`src/hdl/ecs_pkg.sv`:
```
// Package: constants, modes and carriers for eight-channel switch control
package ecs_pkg;
   // ------------------------------------------------------------
   // Sizes
   // ------------------------------------------------------------
   localparam int NUM_CH  = 8;          // Output channels
   localparam int NUM_PIN = 4;          // Direct control pins

   // ------------------------------------------------------------
   // Channel modes (two bits per channel)
   // ------------------------------------------------------------
   typedef enum logic [1:0] {
      ECS_MODE_OFF   = 2'h0,            // Output off
      ECS_MODE_ON    = 2'h1,            // Output on
      ECS_MODE_INPUT = 2'h3,            // Follow selected pin
      ECS_MODE_CLEAR = 2'h2             // clear_standby_mode
   } ecs_mode_e;

   // ------------------------------------------------------------
   // Reset values
   // ------------------------------------------------------------
   localparam logic [1:0] MODE_RST = 2'h0;  // OFF in mode registers
   localparam logic [1:0] SEL_RST  = 2'h0;  // direct_ctrl_pin_1
   localparam logic       OUT_RST  = 1'b0;  // Stages off (cleared)
   localparam logic       STBY_RST = 1'b1;  // Low-power state in reset
   localparam logic       SO_RST   = 1'b1;  // Serial output released

   // ------------------------------------------------------------
   // Write carrier: one channel's programming
   // ------------------------------------------------------------
   typedef struct packed {
      logic [2:0] ch;                   // Target channel
      logic [1:0] mode;                 // ecs_mode_e code
      logic [1:0] pin_sel;              // channel_pin_select
   } ecs_cfg_s;
endpackage

```
`src/hdl/ecs_switch_ctrl.sv`:
```
// Mode control for an eight-channel low-side switch
`timescale 1ns/10ps
module ecs_switch_ctrl
   import ecs_pkg::*;
(
   // Clock and reset
   input  wire logic                clk,
   input  wire logic                rst_n,
   // Programming from serial front end
   input  wire logic                cfg_valid,
   input  wire ecs_cfg_s            cfg,
   // Direct control pins, asynchronous
   input  wire logic [NUM_PIN-1:0]  direct_ctrl_pin,
   // Clamp status per channel, asynchronous
   input  wire logic [NUM_CH-1:0]   clamp_active,
   // Serial chip select, active low, asynchronous
   input  wire logic                spi_cs_n,
   // Outputs
   output logic [NUM_CH-1:0]        out_en,
   output logic                     standby,
   output logic                     so_oe_n
);

   // ------------------------------------------------------------
   // State
   // ------------------------------------------------------------
   logic [1:0]         mode_q [NUM_CH];    // Per-channel mode
   logic [1:0]         sel_q  [NUM_CH];    // Per-channel pin select
   logic [NUM_PIN-1:0] pin_m_q;            // Pin sync stage 1
   logic [NUM_PIN-1:0] pin_s_q;            // Pin sync stage 2
   logic [NUM_CH-1:0]  clp_m_q;            // Clamp sync stage 1
   logic [NUM_CH-1:0]  clp_s_q;            // Clamp sync stage 2
   logic               cs_m_q;             // Chip select stage 1
   logic               cs_s_q;             // Chip select stage 2
   logic [NUM_CH-1:0]  en_d;               // Resolved enables
   logic [NUM_CH-1:0]  clr_v;              // Channel in Clear
   logic [NUM_CH-1:0]  locked_q;           // Waiting for clamp end

   // ------------------------------------------------------------
   // Synchronisers
   // ------------------------------------------------------------
   // Pins cross in through two flops; first stage feeds only second
   always_ff @(posedge clk) begin
      if (!rst_n) begin
         pin_m_q <= '0;
         pin_s_q <= '0;
         clp_m_q <= '0;
         clp_s_q <= '0;
         cs_m_q  <= 1'b1;
         cs_s_q  <= 1'b1;
      end else begin
         pin_m_q <= direct_ctrl_pin;
         pin_s_q <= pin_m_q;
         clp_m_q <= clamp_active;
         clp_s_q <= clp_m_q;
         cs_m_q  <= spi_cs_n;
         cs_s_q  <= cs_m_q;
      end
   end

   // ------------------------------------------------------------
   // Per-channel logic
   // ------------------------------------------------------------
   genvar g;
   generate
      for (g = 0; g < NUM_CH; g++) begin : g_ch
         // Mode and select registers, OFF after reset
         always_ff @(posedge clk) begin
            if (!rst_n) begin
               mode_q[g] <= MODE_RST;
               sel_q[g]  <= SEL_RST;
            end else if (cfg_valid && cfg.ch == 3'(g)) begin
               mode_q[g] <= cfg.mode;
               sel_q[g]  <= cfg.pin_sel;
            end
         end

         // Resolve enable from mode and selected pin
         always_comb begin
            clr_v[g] = (mode_q[g] == ECS_MODE_CLEAR);
            case (ecs_mode_e'(mode_q[g]))
               ECS_MODE_ON:    en_d[g] = 1'b1;
               ECS_MODE_INPUT: en_d[g] = pin_s_q[sel_q[g]];
               default:        en_d[g] = 1'b0;
            endcase
         end

         // Once clamping, hold off until clamp ends and a new off seen
         always_ff @(posedge clk) begin
            if (!rst_n) begin
               locked_q[g] <= 1'b0;
            end else if (clp_s_q[g]) begin
               locked_q[g] <= 1'b1;
            end else if (!en_d[g]) begin
               locked_q[g] <= 1'b0;
            end
         end

         // Registered output stage, cleared in reset
         always_ff @(posedge clk) begin
            if (!rst_n) begin
               out_en[g] <= OUT_RST;
            end else begin
               out_en[g] <= en_d[g] & ~clp_s_q[g]
                            & ~locked_q[g];
            end
         end
      end
   endgenerate

   // ------------------------------------------------------------
   // Standby and serial output enable
   // ------------------------------------------------------------
   // Standby held during reset as well, low-power state
   always_ff @(posedge clk) begin
      if (!rst_n) begin
         standby <= STBY_RST;
      end else begin
         standby <= &clr_v;
      end
   end

   // Active-low enable: high means serial output released
   always_ff @(posedge clk) begin
      if (!rst_n) begin
         so_oe_n <= SO_RST;
      end else begin
         so_oe_n <= cs_s_q;
      end
   end

   // ------------------------------------------------------------
   // Checks
   // ------------------------------------------------------------
   // Reset edge clears every stage and enters low power
   a_off_after_rst: assert property (@(posedge clk)
      !rst_n |=> (out_en == '0) && standby)
      else $error("Outputs not cleared after reset");

   // Channel 5 mode register loads OFF on every reset edge
   a_mode_rst_off: assert property (@(posedge clk)
      !rst_n |=> (mode_q[5] == ECS_MODE_OFF))
      else $error("Mode register not reset to OFF");

   // Serial output released while reset is held
   a_so_reset: assert property (@(posedge clk)
      !rst_n |=> so_oe_n)
      else $error("Serial output driven in reset");

   // A write addressed to channel 4 lands in its mode register
   a_mode_write: assert property (@(posedge clk) disable iff (!rst_n)
      cfg_valid && (cfg.ch == 3'h4) |=> mode_q[4] == $past(cfg.mode))
      else $error("Channel 4 mode write lost");

   // ON command drives the channel unless a clamp holds it off
   a_on_mode_on: assert property (@(posedge clk) disable iff (!rst_n)
      (mode_q[0] == ECS_MODE_ON) && !clp_s_q[0] && !locked_q[0]
      |=> out_en[0])
      else $error("Channel 0 not on in ON mode");

   // Input mode tracks the synchronised pin one edge later
   a_input_follow: assert property (@(posedge clk) disable iff (!rst_n)
      (mode_q[1] == ECS_MODE_INPUT) && !clp_s_q[1] && !locked_q[1]
      |=> out_en[1] == $past(pin_s_q[sel_q[1]]))
      else $error("Channel 1 not following pin");

   // Channel 6 set to the third pin follows that pin only
   a_input_sel: assert property (@(posedge clk) disable iff (!rst_n)
      (mode_q[6] == ECS_MODE_INPUT) && (sel_q[6] == 2'h2)
      && !clp_s_q[6] && !locked_q[6]
      |=> out_en[6] == $past(pin_s_q[2]))
      else $error("Channel 6 not following its pin");

   // Clear keeps the channel off
   a_clear_off: assert property (@(posedge clk) disable iff (!rst_n)
      (mode_q[2] == ECS_MODE_CLEAR) |=> !out_en[2])
      else $error("Cleared channel driven on");

   // OFF keeps the channel off whatever the pins do
   a_off_mode: assert property (@(posedge clk) disable iff (!rst_n)
      (mode_q[4] == ECS_MODE_OFF) |=> !out_en[4])
      else $error("Channel 4 on in OFF mode");

   // All channels in Clear enters standby
   a_standby_all: assert property (@(posedge clk) disable iff (!rst_n)
      (&clr_v) |=> standby)
      else $error("Standby not entered");

   // Any channel out of Clear leaves standby
   a_standby_exit: assert property (@(posedge clk) disable iff (!rst_n)
      !(&clr_v) |=> !standby)
      else $error("Standby held with a channel active");

   // Clamp forces the output off and keeps it off after
   a_clamp_block: assert property (@(posedge clk) disable iff (!rst_n)
      clp_s_q[0] |=> !out_en[0] ##1 !out_en[0])
      else $error("Turn-on during clamp");

   // Clamp ending with enable still high must not turn on
   a_lock_hold: assert property (@(posedge clk) disable iff (!rst_n)
      $fell(clp_s_q[0]) && en_d[0] |=> !out_en[0])
      else $error("Turn-on without new command after clamp");

   // Checked against the pin, not stage one, so nothing here reads
   // the metastable flop
   a_pin_sync: assert property (@(posedge clk) disable iff (!rst_n)
      $rose(pin_s_q[0]) |-> $past(direct_ctrl_pin[0], 2))
      else $error("Pin sync order broken");

   // Three idle select samples release the serial output
   a_so_tristate: assert property (@(posedge clk) disable iff (!rst_n)
      spi_cs_n [*3] |=> so_oe_n)
      else $error("Serial output driven while idle");

endmodule

```
`config.mk`:
```
export PLATFORM = sky130hd
export DESIGN_NAME = ecs_switch_ctrl
export DESIGN_NICKNAME = d
export VERILOG_FILES = /design/src/hdl/ecs_pkg.sv /design/src/hdl/ecs_switch_ctrl.sv
export SDC_FILE = /design/constraint.sdc
export NUM_CORES = 1
export LEC_CHECK = 0
export BUFFER_PORTS_ARGS = -buffer_cell sky130_fd_sc_hd__clkbuf_2
export CORE_MARGIN = 2
export CORE_UTILIZATION = 25
export CTS_BUF_LIST = sky130_fd_sc_hd__clkbuf_16
export DETAILED_ROUTE_END_ITERATION = 7
export PLACE_DENSITY = 0.53
export SYNTH_ARGS = -nofsm -noshare
export SYNTH_HDL_FRONTEND = slang
export SYNTH_SLANG_ARGS = --single-unit
```
`constraint.sdc`:
```
create_clock -name clk -period 2.6 [get_ports clk]
set_clock_uncertainty 0.2 [all_clocks]
set_input_delay 0.13 -clock clk [delete_from_list [all_inputs] [get_ports clk]]
set_output_delay 0.13 -clock clk [all_outputs]
set_load 0.1 [all_outputs]
```
==> qor.tcl, run 1 <==
set qor(status) {finished clean}
set qor(clockBufferDepth) 2
set qor(synth.ff_latch_count) 76
set qor(synthFlopType) {sky130_fd_sc_hd__dfxtp_1}
set qor(area_growth_pct) 25.5
set qor(die_x_um) 112
set qor(share_seq_of_total_power_pct) 48.2
set qor(critPathLaunchType) {flop}
set qor(routed_wl_um) 6090
set qor(timing.setup.tns_ps) 0
set qor(synth.top_cell.area_share_pct) 32.7
set qor(tightest_slew_ps) 713
set qor(floorplan.core_area_um2) 11500
set qor(peakVddDrop_mv) 0.374
set qor(worstPathRequired_ps) 2590
set qor(detailed_place.area_um2) 3250
set qor(synth_enable_flop_cells) 32
set qor(grt.total_usage_pct) 10.3
set qor(synth_compound_area_share_pct) 6.43
set qor(worstPathBufferInverterCount) 0
set qor(synth_top_family_by_area) {simple AND/OR/NAND/NOR gates}
set qor(synth_most_common_cell) {sky130_fd_sc_hd__and2_1}
set qor(global_route_wire_length_before_repair_um) 9850
set qor(fill_count) 1154
set qor(cts_made_buffers) 9
set qor(worst-setup-path-type) {flop to flop}
set qor(fp.dieH_um) 112
set qor(power.total_mw) 2.81
set qor(power_frac_comb_pct) 8.0
set qor(hold_path_class) {input port to flop}
set qor(series_of_cell_instances_along_the_critical_path) {mux2_2, o21ai_1, nor4_1}
set qor(crit_path_max_fanout) 8
set qor(vias_per_cell) 4.22
set qor(timing.final.crit_share_pct) 59.7
set qor(global_route.overflow_total) 0
set qor(synth_adder_area_share_pct) 0
set qor(synth_area_leaders) {sky130_fd_sc_hd__edfxtp_1, sky130_fd_sc_hd__dfxtp_1, sky130_fd_sc_hd__and2_1, sky130_fd_sc_hd__mux2_2, sky130_fd_sc_hd__nand2b_1}
set qor(worst_path_dominant_cell_family) {flip-flops}
set qor(final_max_slew_viol_count) 0
set qor(area.sequential_um2) 1840
set qor(antenna_found_initial) 0
set qor(synth.top_cells.by_count) {sky130_fd_sc_hd__and2_1, sky130_fd_sc_hd__dfxtp_1, sky130_fd_sc_hd__edfxtp_1}
set qor(number_of_optimization_iterations_in_the_first_detailed_route_pass) 4
set qor(clock_sinks) 76
set qor(design.final.nets) 324
set qor(slew-limit-headroom_pct) 52.0
set qor(vias) 1893
set qor(dieArea_um2) 12600
set qor(critical_path.max_stage_delay_ps) 530
set qor(synthSimpleGateAreaFrac_pct) 22.7
set qor(initialDrtViolationCount) 100
set qor(post-dp-hpwl_um) 4270
set qor(floorplan.rows) 39
set qor(final_antenna_net_count) 0
set qor(cts_tree) {yes}
set qor(pwr_density_cell_nw_per_um2) 761
set qor(yosysUniqueCellTypes) 25
set qor(io_buffers) 32
set qor(yosys.area_share.xor_xnor_pct) 0
set qor(final_hold_violation_count) 0
set qor(dp_cells) 420
set qor(ys_warnings) 0
set qor(clock_latency_ps) 330
set qor(clockPowerShare_pct) 43.8
set qor(post-synth-top-area-cell) {sky130_fd_sc_hd__edfxtp_1}
set qor(multiInputGateArea_um2) 1030
set qor(synthMuxAreaShare_pct) 6.13
set qor(final_area_um2) 3690
set qor(critical_path_data_arrival_time_ps) 1550
set qor(power.switching_fraction_pct) 23.4
set qor(clk_transition_reported_paths_ps) 60
set qor(drcViolationCount) 0
set qor(power_switching_mw) 0.657
set qor(grt_start_max_net_pins) 31
set qor(maxCapViolations) 0
set qor(syn_inst) 250
set qor(internal_power_mw) 2.15
set qor(syn-mean-instance-area_um2) 11.8
set qor(mappedNetlistArea_um2) 2940
set qor(power.static_leakage_nw) 1.42
set qor(cts_max_level) 3
set qor(synth_fp_nets) 273
set qor(cts_root_buf) {sky130_fd_sc_hd__clkbuf_16}
set qor(instances_no_fill) 449
set qor(final_weighted_congestion_in_routability_driven_placement) 0.692
set qor(layout-drive-gt1-share_pct) 21.9
set qor(setup_violations) 0
set qor(post-route-min-period_ps) 1550
set qor(postCtsSetupRepairBufs) 0
set qor(async_reset_ff_share_pct) 0
set qor(seq_area_frac_synth_pct) 62.7
set qor(grt_setup_unrepaired) {false}
set qor(routed_wire_length_per_instance_um) 13.6
set qor(initial_core_util_pct) 25.6
set qor(number_of_global_route_vias_before_repair) 1847
set qor(worst_path_max_delay_cell) {sky130_fd_sc_hd__dfxtp_1}
set qor(critPathCaptureType) {flop}
set qor(pin_count) 33
set qor(max_clock_freq_mhz) 644
set qor(diodes) 0
[what timing repair did]
action,4_1_cts,5_1_grt
hold buffers,13,0
endpoints found under the setup margin,0,0
resized for setup,0,0
endpoints found under the hold margin,13,0
[logic make-up (layout without fill, tap and decap cells)]
group,Yosys count,count (layout)
buffers and inverters,14,70
multiplexers,16,16
flip-flops,76,76
AO/OA/AOI/OAI,32,32
AND/OR/NAND/NOR,112,112
[final cells by class]
class / instances / share of cell area, %
Timing Repair Buffer: 46 / 8.08
Tap cell: 143 / 4.85
Sequential cell: 76 / 50.0
Multi-Input combinational cell: 160 / 28.1
Clock buffer: 11 / 7.47
Clock inverter: 5 / 0.747
Inverter: 8 / 0.815
[power by group through the flow]
stage / clock (mW) / sequential, mW / combinational [mW]
floorplan: 0 / 1.42 / 0.0925
global route: 1.32 / 1.36 / 0.246
detailed placement: 0 / 1.38 / 0.212
CTS: 1.26 / 1.35 / 0.228
global placement: 0 / 1.38 / 0.210
finish: 1.23 / 1.35 / 0.226
[flip-flops by register name, summed over array words and instances, names as in the netlist, 4 cells and up]
register	flops
pin_m_q	4
locked_q	8
pin_s_q	4
clp_m_q	8
mode_q	16
clp_s_q	8
out_en	8
sel_q	16
[through the flow]
| stage | setup WS (ps) | util (%) | hold slack, ps |
|---|---|---|---|
| 6_report | 1050 | 32.1 | 34.9 |
| 4_1_cts | 1100 | 32.1 | 35.5 |
| 5_1_grt | 969 | 32.1 | 38.9 |
| 3_5_place_dp | 1000 | 28.4 | 140 |
| 2_1_floorplan | 1320 | - | 31.5 |
| 3_3_place_gp | 1030 | 28.4 | 113 |
[per-layer routing]
| metal | routed length [µm] | vias up | global-route usage, % |
|---|---|---|---|
| li1 | - | 978 | - |
| met2 | 2310 | 47 | 13.3 |
| met4 | 70 | 0 | 3.66 |
| met1 | 3380 | 862 | 15.7 |
| met3 | 329 | 6 | 3.73 |
| met5 | 0 | - | 0 |
[worst register-to-register path: cells and delay by family (launching register included)]
family           cells  cell delay (ps)
flip-flops           1              530
AND/OR/NAND/NOR      1              400
multiplexers         1              220
AO/OA/AOI/OAI        1               70
[worst paths after layout]
check | start | end | slack, ps | depth (start not counted)
setup / recovery | pin_s_q[2] | out_en[0] | 1050 | 3
hold / removal | cfg[2] | mode_q[1][0] | 30 | 2
setup reg to reg | pin_s_q[2] | out_en[0] | 1050 | 3
hold reg to reg | cs_s_q | so_oe_n | 210 | 1
[cells in the final DEF (no fill, tap or decap), drive strengths merged, types with 2 or more instances in the layout]
cell type,netlist,layout
nor4bb,2,2
o31ai,10,10
dlygate4sd3,0,13
nor3,2,2
dfxtp,44,44
clkbuf,3,43
clkinv,0,2
o21ai,22,22
nor2,6,6
and2,56,56
edfxtp,32,32
mux2,16,16
nand2,19,19
nor4,8,8
inv,8,11
nand2b,14,14
(Power assumes the default switching activity.)
==> run 2: changes to the inputs <==
--- a/config.mk
+++ b/config.mk
@@ -5,6 +5,7 @@
 export SDC_FILE = /design/constraint.sdc
 export NUM_CORES = 1
 export LEC_CHECK = 0
+export ABC_AREA = 1
 export BUFFER_PORTS_ARGS = -buffer_cell sky130_fd_sc_hd__clkbuf_2
 export CORE_MARGIN = 2
 export CORE_UTILIZATION = 25
==> constraint.sdc (replaced) <==
create_clock -name clk -period 1.5 [get_ports clk]
set_clock_uncertainty 0.2 [all_clocks]
set_input_delay 0.075 -clock clk [delete_from_list [all_inputs] [get_ports clk]]
set_output_delay 0.075 -clock clk [all_outputs]
set_load 0.1 [all_outputs]
==> qor.tcl, run 2 <==
set qor(ys_warnings) 0 ;# unchanged
set qor(critPathCaptureType) {flop} ;# unchanged
set qor(peakVddDrop_mv) 0.555 ;# was 0.374 mV
set qor(mostFrequentLayoutCells) {sky130_fd_sc_hd__nand2_1, sky130_fd_sc_hd__inv_1, sky130_fd_sc_hd__nor2_1} ;# was sky130_fd_sc_hd__and2_1, sky130_fd_sc_hd__dfxtp_1, sky130_fd_sc_hd__clkbuf_2, sky130_fd_sc_hd__edfxtp_1, sky130_fd_sc_hd__nand2_1
set qor(async_reset_ff_share_pct) 0 ;# unchanged
set qor(post-route-min-period_ps) 1400 ;# was 1550 ps
set qor(timing.final.crit_share_pct) 93.1 ;# was 59.7%
set qor(floorplan.rows) 40 ;# was 39
set qor(critical_path_data_arrival_time_ps) 1460 ;# was 1550 ps
set qor(final_hold_violation_count) 0 ;# unchanged
set qor(timing.setup.tns_ps) 0 ;# unchanged
set qor(post-dp-hpwl_um) 4370 ;# was 4270 µm
set qor(synth.ff_latch_count) 76 ;# unchanged
set qor(maxCapViolations) 0 ;# unchanged
set qor(yosysUniqueCellTypes) 16 ;# was 25
set qor(cts_tree) {yes} ;# unchanged
set qor(crit_path_max_fanout) 8 ;# unchanged
set qor(slew-limit-headroom_pct) 63.7 ;# was 52.0%
set qor(global_route_wire_length_before_repair_um) 10000 ;# was 9850 µm
set qor(fp.dieH_um) 115 ;# was 112 µm
set qor(routed_wl_um) 6260 ;# was 6090 µm
set qor(die_x_um) 115 ;# was 112 µm
set qor(syn-mean-instance-area_um2) 8.67 ;# was 11.8 µm²
set qor(clock_sinks) 76 ;# unchanged
set qor(io_buffers) 32 ;# unchanged
set qor(r2r_cells) 6 ;# was 3
set qor(cts_max_level) 3 ;# unchanged
set qor(final_antenna_net_count) 0 ;# unchanged
set qor(hold_path_class) {input port to flop} ;# unchanged
set qor(synthFlopType) {sky130_fd_sc_hd__dfxtp_1} ;# unchanged
set qor(setup_violations) 0 ;# unchanged
set qor(pin_count) 33 ;# unchanged
set qor(tightest_slew_ps) 547 ;# was 713 ps
set qor(postCtsSetupRepairBufs) 0 ;# unchanged
set qor(floorplan.core_area_um2) 12000 ;# was 11500 µm²
set qor(dieArea_um2) 13100 ;# was 12600 µm²
set qor(layout-drive-gt1-share_pct) 15.9 ;# was 21.9%
set qor(post-synth-top-area-cell) {sky130_fd_sc_hd__edfxtp_1} ;# unchanged
set qor(clock_latency_ps) 330 ;# about the same
set qor(whs_path_depth) 3 ;# was 2
set qor(pre_cts_slack_ps) 140 ;# was 1000 ps
set qor(design.final.nets) 426 ;# was 324
set qor(syn_inst) 353 ;# was 250
set qor(synth_fp_nets) 376 ;# was 273
set qor(layout.cells.most_common) {sky130_fd_sc_hd__nand2_1} ;# was sky130_fd_sc_hd__and2_1
set qor(pwr_density_cell_nw_per_um2) 1290 ;# was 761 nW/µm²
set qor(initial_core_util_pct) 25.6 ;# about the same
set qor(fill_count) 1249 ;# was 1154
set qor(final_max_slew_viol_count) 0 ;# unchanged
set qor(synth.top_cell.area_share_pct) 31.4 ;# was 32.7%
set qor(initialDrtViolationCount) 108 ;# was 100
set qor(grt.total_usage_pct) 10.1 ;# was 10.3%
set qor(dp_cells) 526 ;# was 420
set qor(max_clock_freq_mhz) 716 ;# was 644 MHz
set qor(number_of_optimization_iterations_in_the_first_detailed_route_pass) 7 ;# was 4
set qor(final_weighted_congestion_in_routability_driven_placement) 0.753 ;# was 0.692
set qor(synth.top_cells.by_count) {sky130_fd_sc_hd__nand2_1, sky130_fd_sc_hd__inv_1, sky130_fd_sc_hd__nor2_1} ;# was sky130_fd_sc_hd__and2_1, sky130_fd_sc_hd__dfxtp_1, sky130_fd_sc_hd__edfxtp_1
set qor(worst-setup-path-type) {flop to flop} ;# unchanged
set qor(instances_no_fill) 555 ;# was 449
set qor(status) {finished clean} ;# unchanged
set qor(global_route.overflow_total) 0 ;# unchanged
set qor(clockBufferDepth) 2 ;# unchanged
set qor(cts_root_buf) {sky130_fd_sc_hd__clkbuf_16} ;# unchanged
set qor(power.static_leakage_nw) 1.79 ;# was 1.42 nW
set qor(synth_enable_flop_cells) 32 ;# unchanged
set qor(grt_start_max_net_pins) 18 ;# was 31
set qor(antenna_found_initial) 0 ;# unchanged
set qor(drcViolationCount) 0 ;# unchanged
set qor(reg_top3) {mode_q x16, sel_q x16} ;# unchanged
set qor(synth_area_leaders) {sky130_fd_sc_hd__edfxtp_1, sky130_fd_sc_hd__dfxtp_1, sky130_fd_sc_hd__nand2_1, sky130_fd_sc_hd__inv_1, sky130_fd_sc_hd__nor2_1} ;# was sky130_fd_sc_hd__edfxtp_1, sky130_fd_sc_hd__dfxtp_1, sky130_fd_sc_hd__and2_1, sky130_fd_sc_hd__mux2_2, sky130_fd_sc_hd__nand2b_1
set qor(vias) 2247 ;# was 1893
set qor(area_growth_pct) 23.9 ;# was 25.5%
set qor(final_critical_path_setup_slack_ps) 104 ;# was 1050 ps
set qor(number_of_global_route_vias_before_repair) 2102 ;# was 1847
set qor(routed_wire_length_per_instance_um) 11.3 ;# was 13.6 µm
set qor(clk_transition_reported_paths_ps) 60 ;# about the same
set qor(worstPathRequired_ps) 1560 ;# was 2590 ps
set qor(worst-r2r-setup-slack_ps) 100 ;# was 1050 ps
set qor(cts_made_buffers) 9 ;# unchanged
set qor(synth_most_common_cell) {sky130_fd_sc_hd__nand2_1} ;# was sky130_fd_sc_hd__and2_1
set qor(diodes) 0 ;# unchanged
set qor(mappedNetlistArea_um2) 3060 ;# was 2940 µm²
set qor(grt_setup_unrepaired) {false} ;# unchanged
set qor(vias_per_cell) 4.05 ;# was 4.22
set qor(seq_area_frac_synth_pct) 60.2 ;# was 62.7%
set qor(critPathLaunchType) {flop} ;# unchanged
-- run 2: path summary, 6_finish.rpt --
path	from	end
worst max register to register	pin_s_q[3]	locked_q[7]
worst max-delay path	pin_s_q[3]	locked_q[7]
worst min-delay path	cfg[0]	sel_q[1][4]
worst min register to register	cs_s_q	so_oe_n
-- run 2: power by group --
part	internal, mW	switching (mW)	leakage [nW]
clock	1.30	0.809	0.146
sequential	2.27	0.0613	0.672
combinational	0.131	0.310	0.969
total	3.70	1.18	1.79
-- run 2: layout make-up --
class / instances / area (µm²) / area share, %
inverters: 66 / 248 / 6.53
well taps: 147 / 184 / 4.85
clock buffers: 11 / 275 / 7.26
flip-flops and latches: 76 / 1840 / 48.6
clock inverters: 5 / 22.5 / 0.594
repair buffers: 50 / 328 / 8.64
multi-input cells: 200 / 892 / 23.5
-- run 2: layer usage --
metal	track usage, %	vias up	part of all wire, %
li1	-	1181	-
met3	2.70	10	6.4
met4	5.12	0	2.0
met1	13.6	1002	50
met5	0	-	0
met2	14.9	54	41
-- run 2: repair_timing --
action	in CTS	in global routing
endpoints found under the setup margin	0	2
endpoints found under the hold margin	13	0
hold buffers	13	0
gates resized for setup	0	1
-- run 2: kinds of logic after synthesis --
kind of cell | share of synthesized area [%]
AO/OA/AOI/OAI | 1.47
buffers and inverters | 10.7
flip-flops | 60.2
AND/OR/NAND/NOR | 27.7
-- run 2: metrics by stage --
stage / utilization (%) / area (µm²) / total power [mW] / hold slack (ps)
final: 31.7 / 3790 / 4.88 / 16.0
after global routing: 31.7 / 3790 / 5.07 / 40.7
after CTS: 31.7 / 3790 / 4.93 / 13.6
after global placement: 28.1 / 3360 / 2.79 / 63.6
after detailed placement: 28.1 / 3360 / 2.80 / 64.8
after floorplan: - / 3060 / 2.68 / -27.4
-- run 2: worst max-delay path, stage by stage (launching register included) --
cell and delay [ps]:
sky130_fd_sc_hd__dfxtp_1 580, sky130_fd_sc_hd__nand2_1 100, sky130_fd_sc_hd__nand3_1 90, sky130_fd_sc_hd__nand2_1 80, sky130_fd_sc_hd__nand2_1 90, sky130_fd_sc_hd__nand3_1 70, sky130_fd_sc_hd__a21oi_1 120
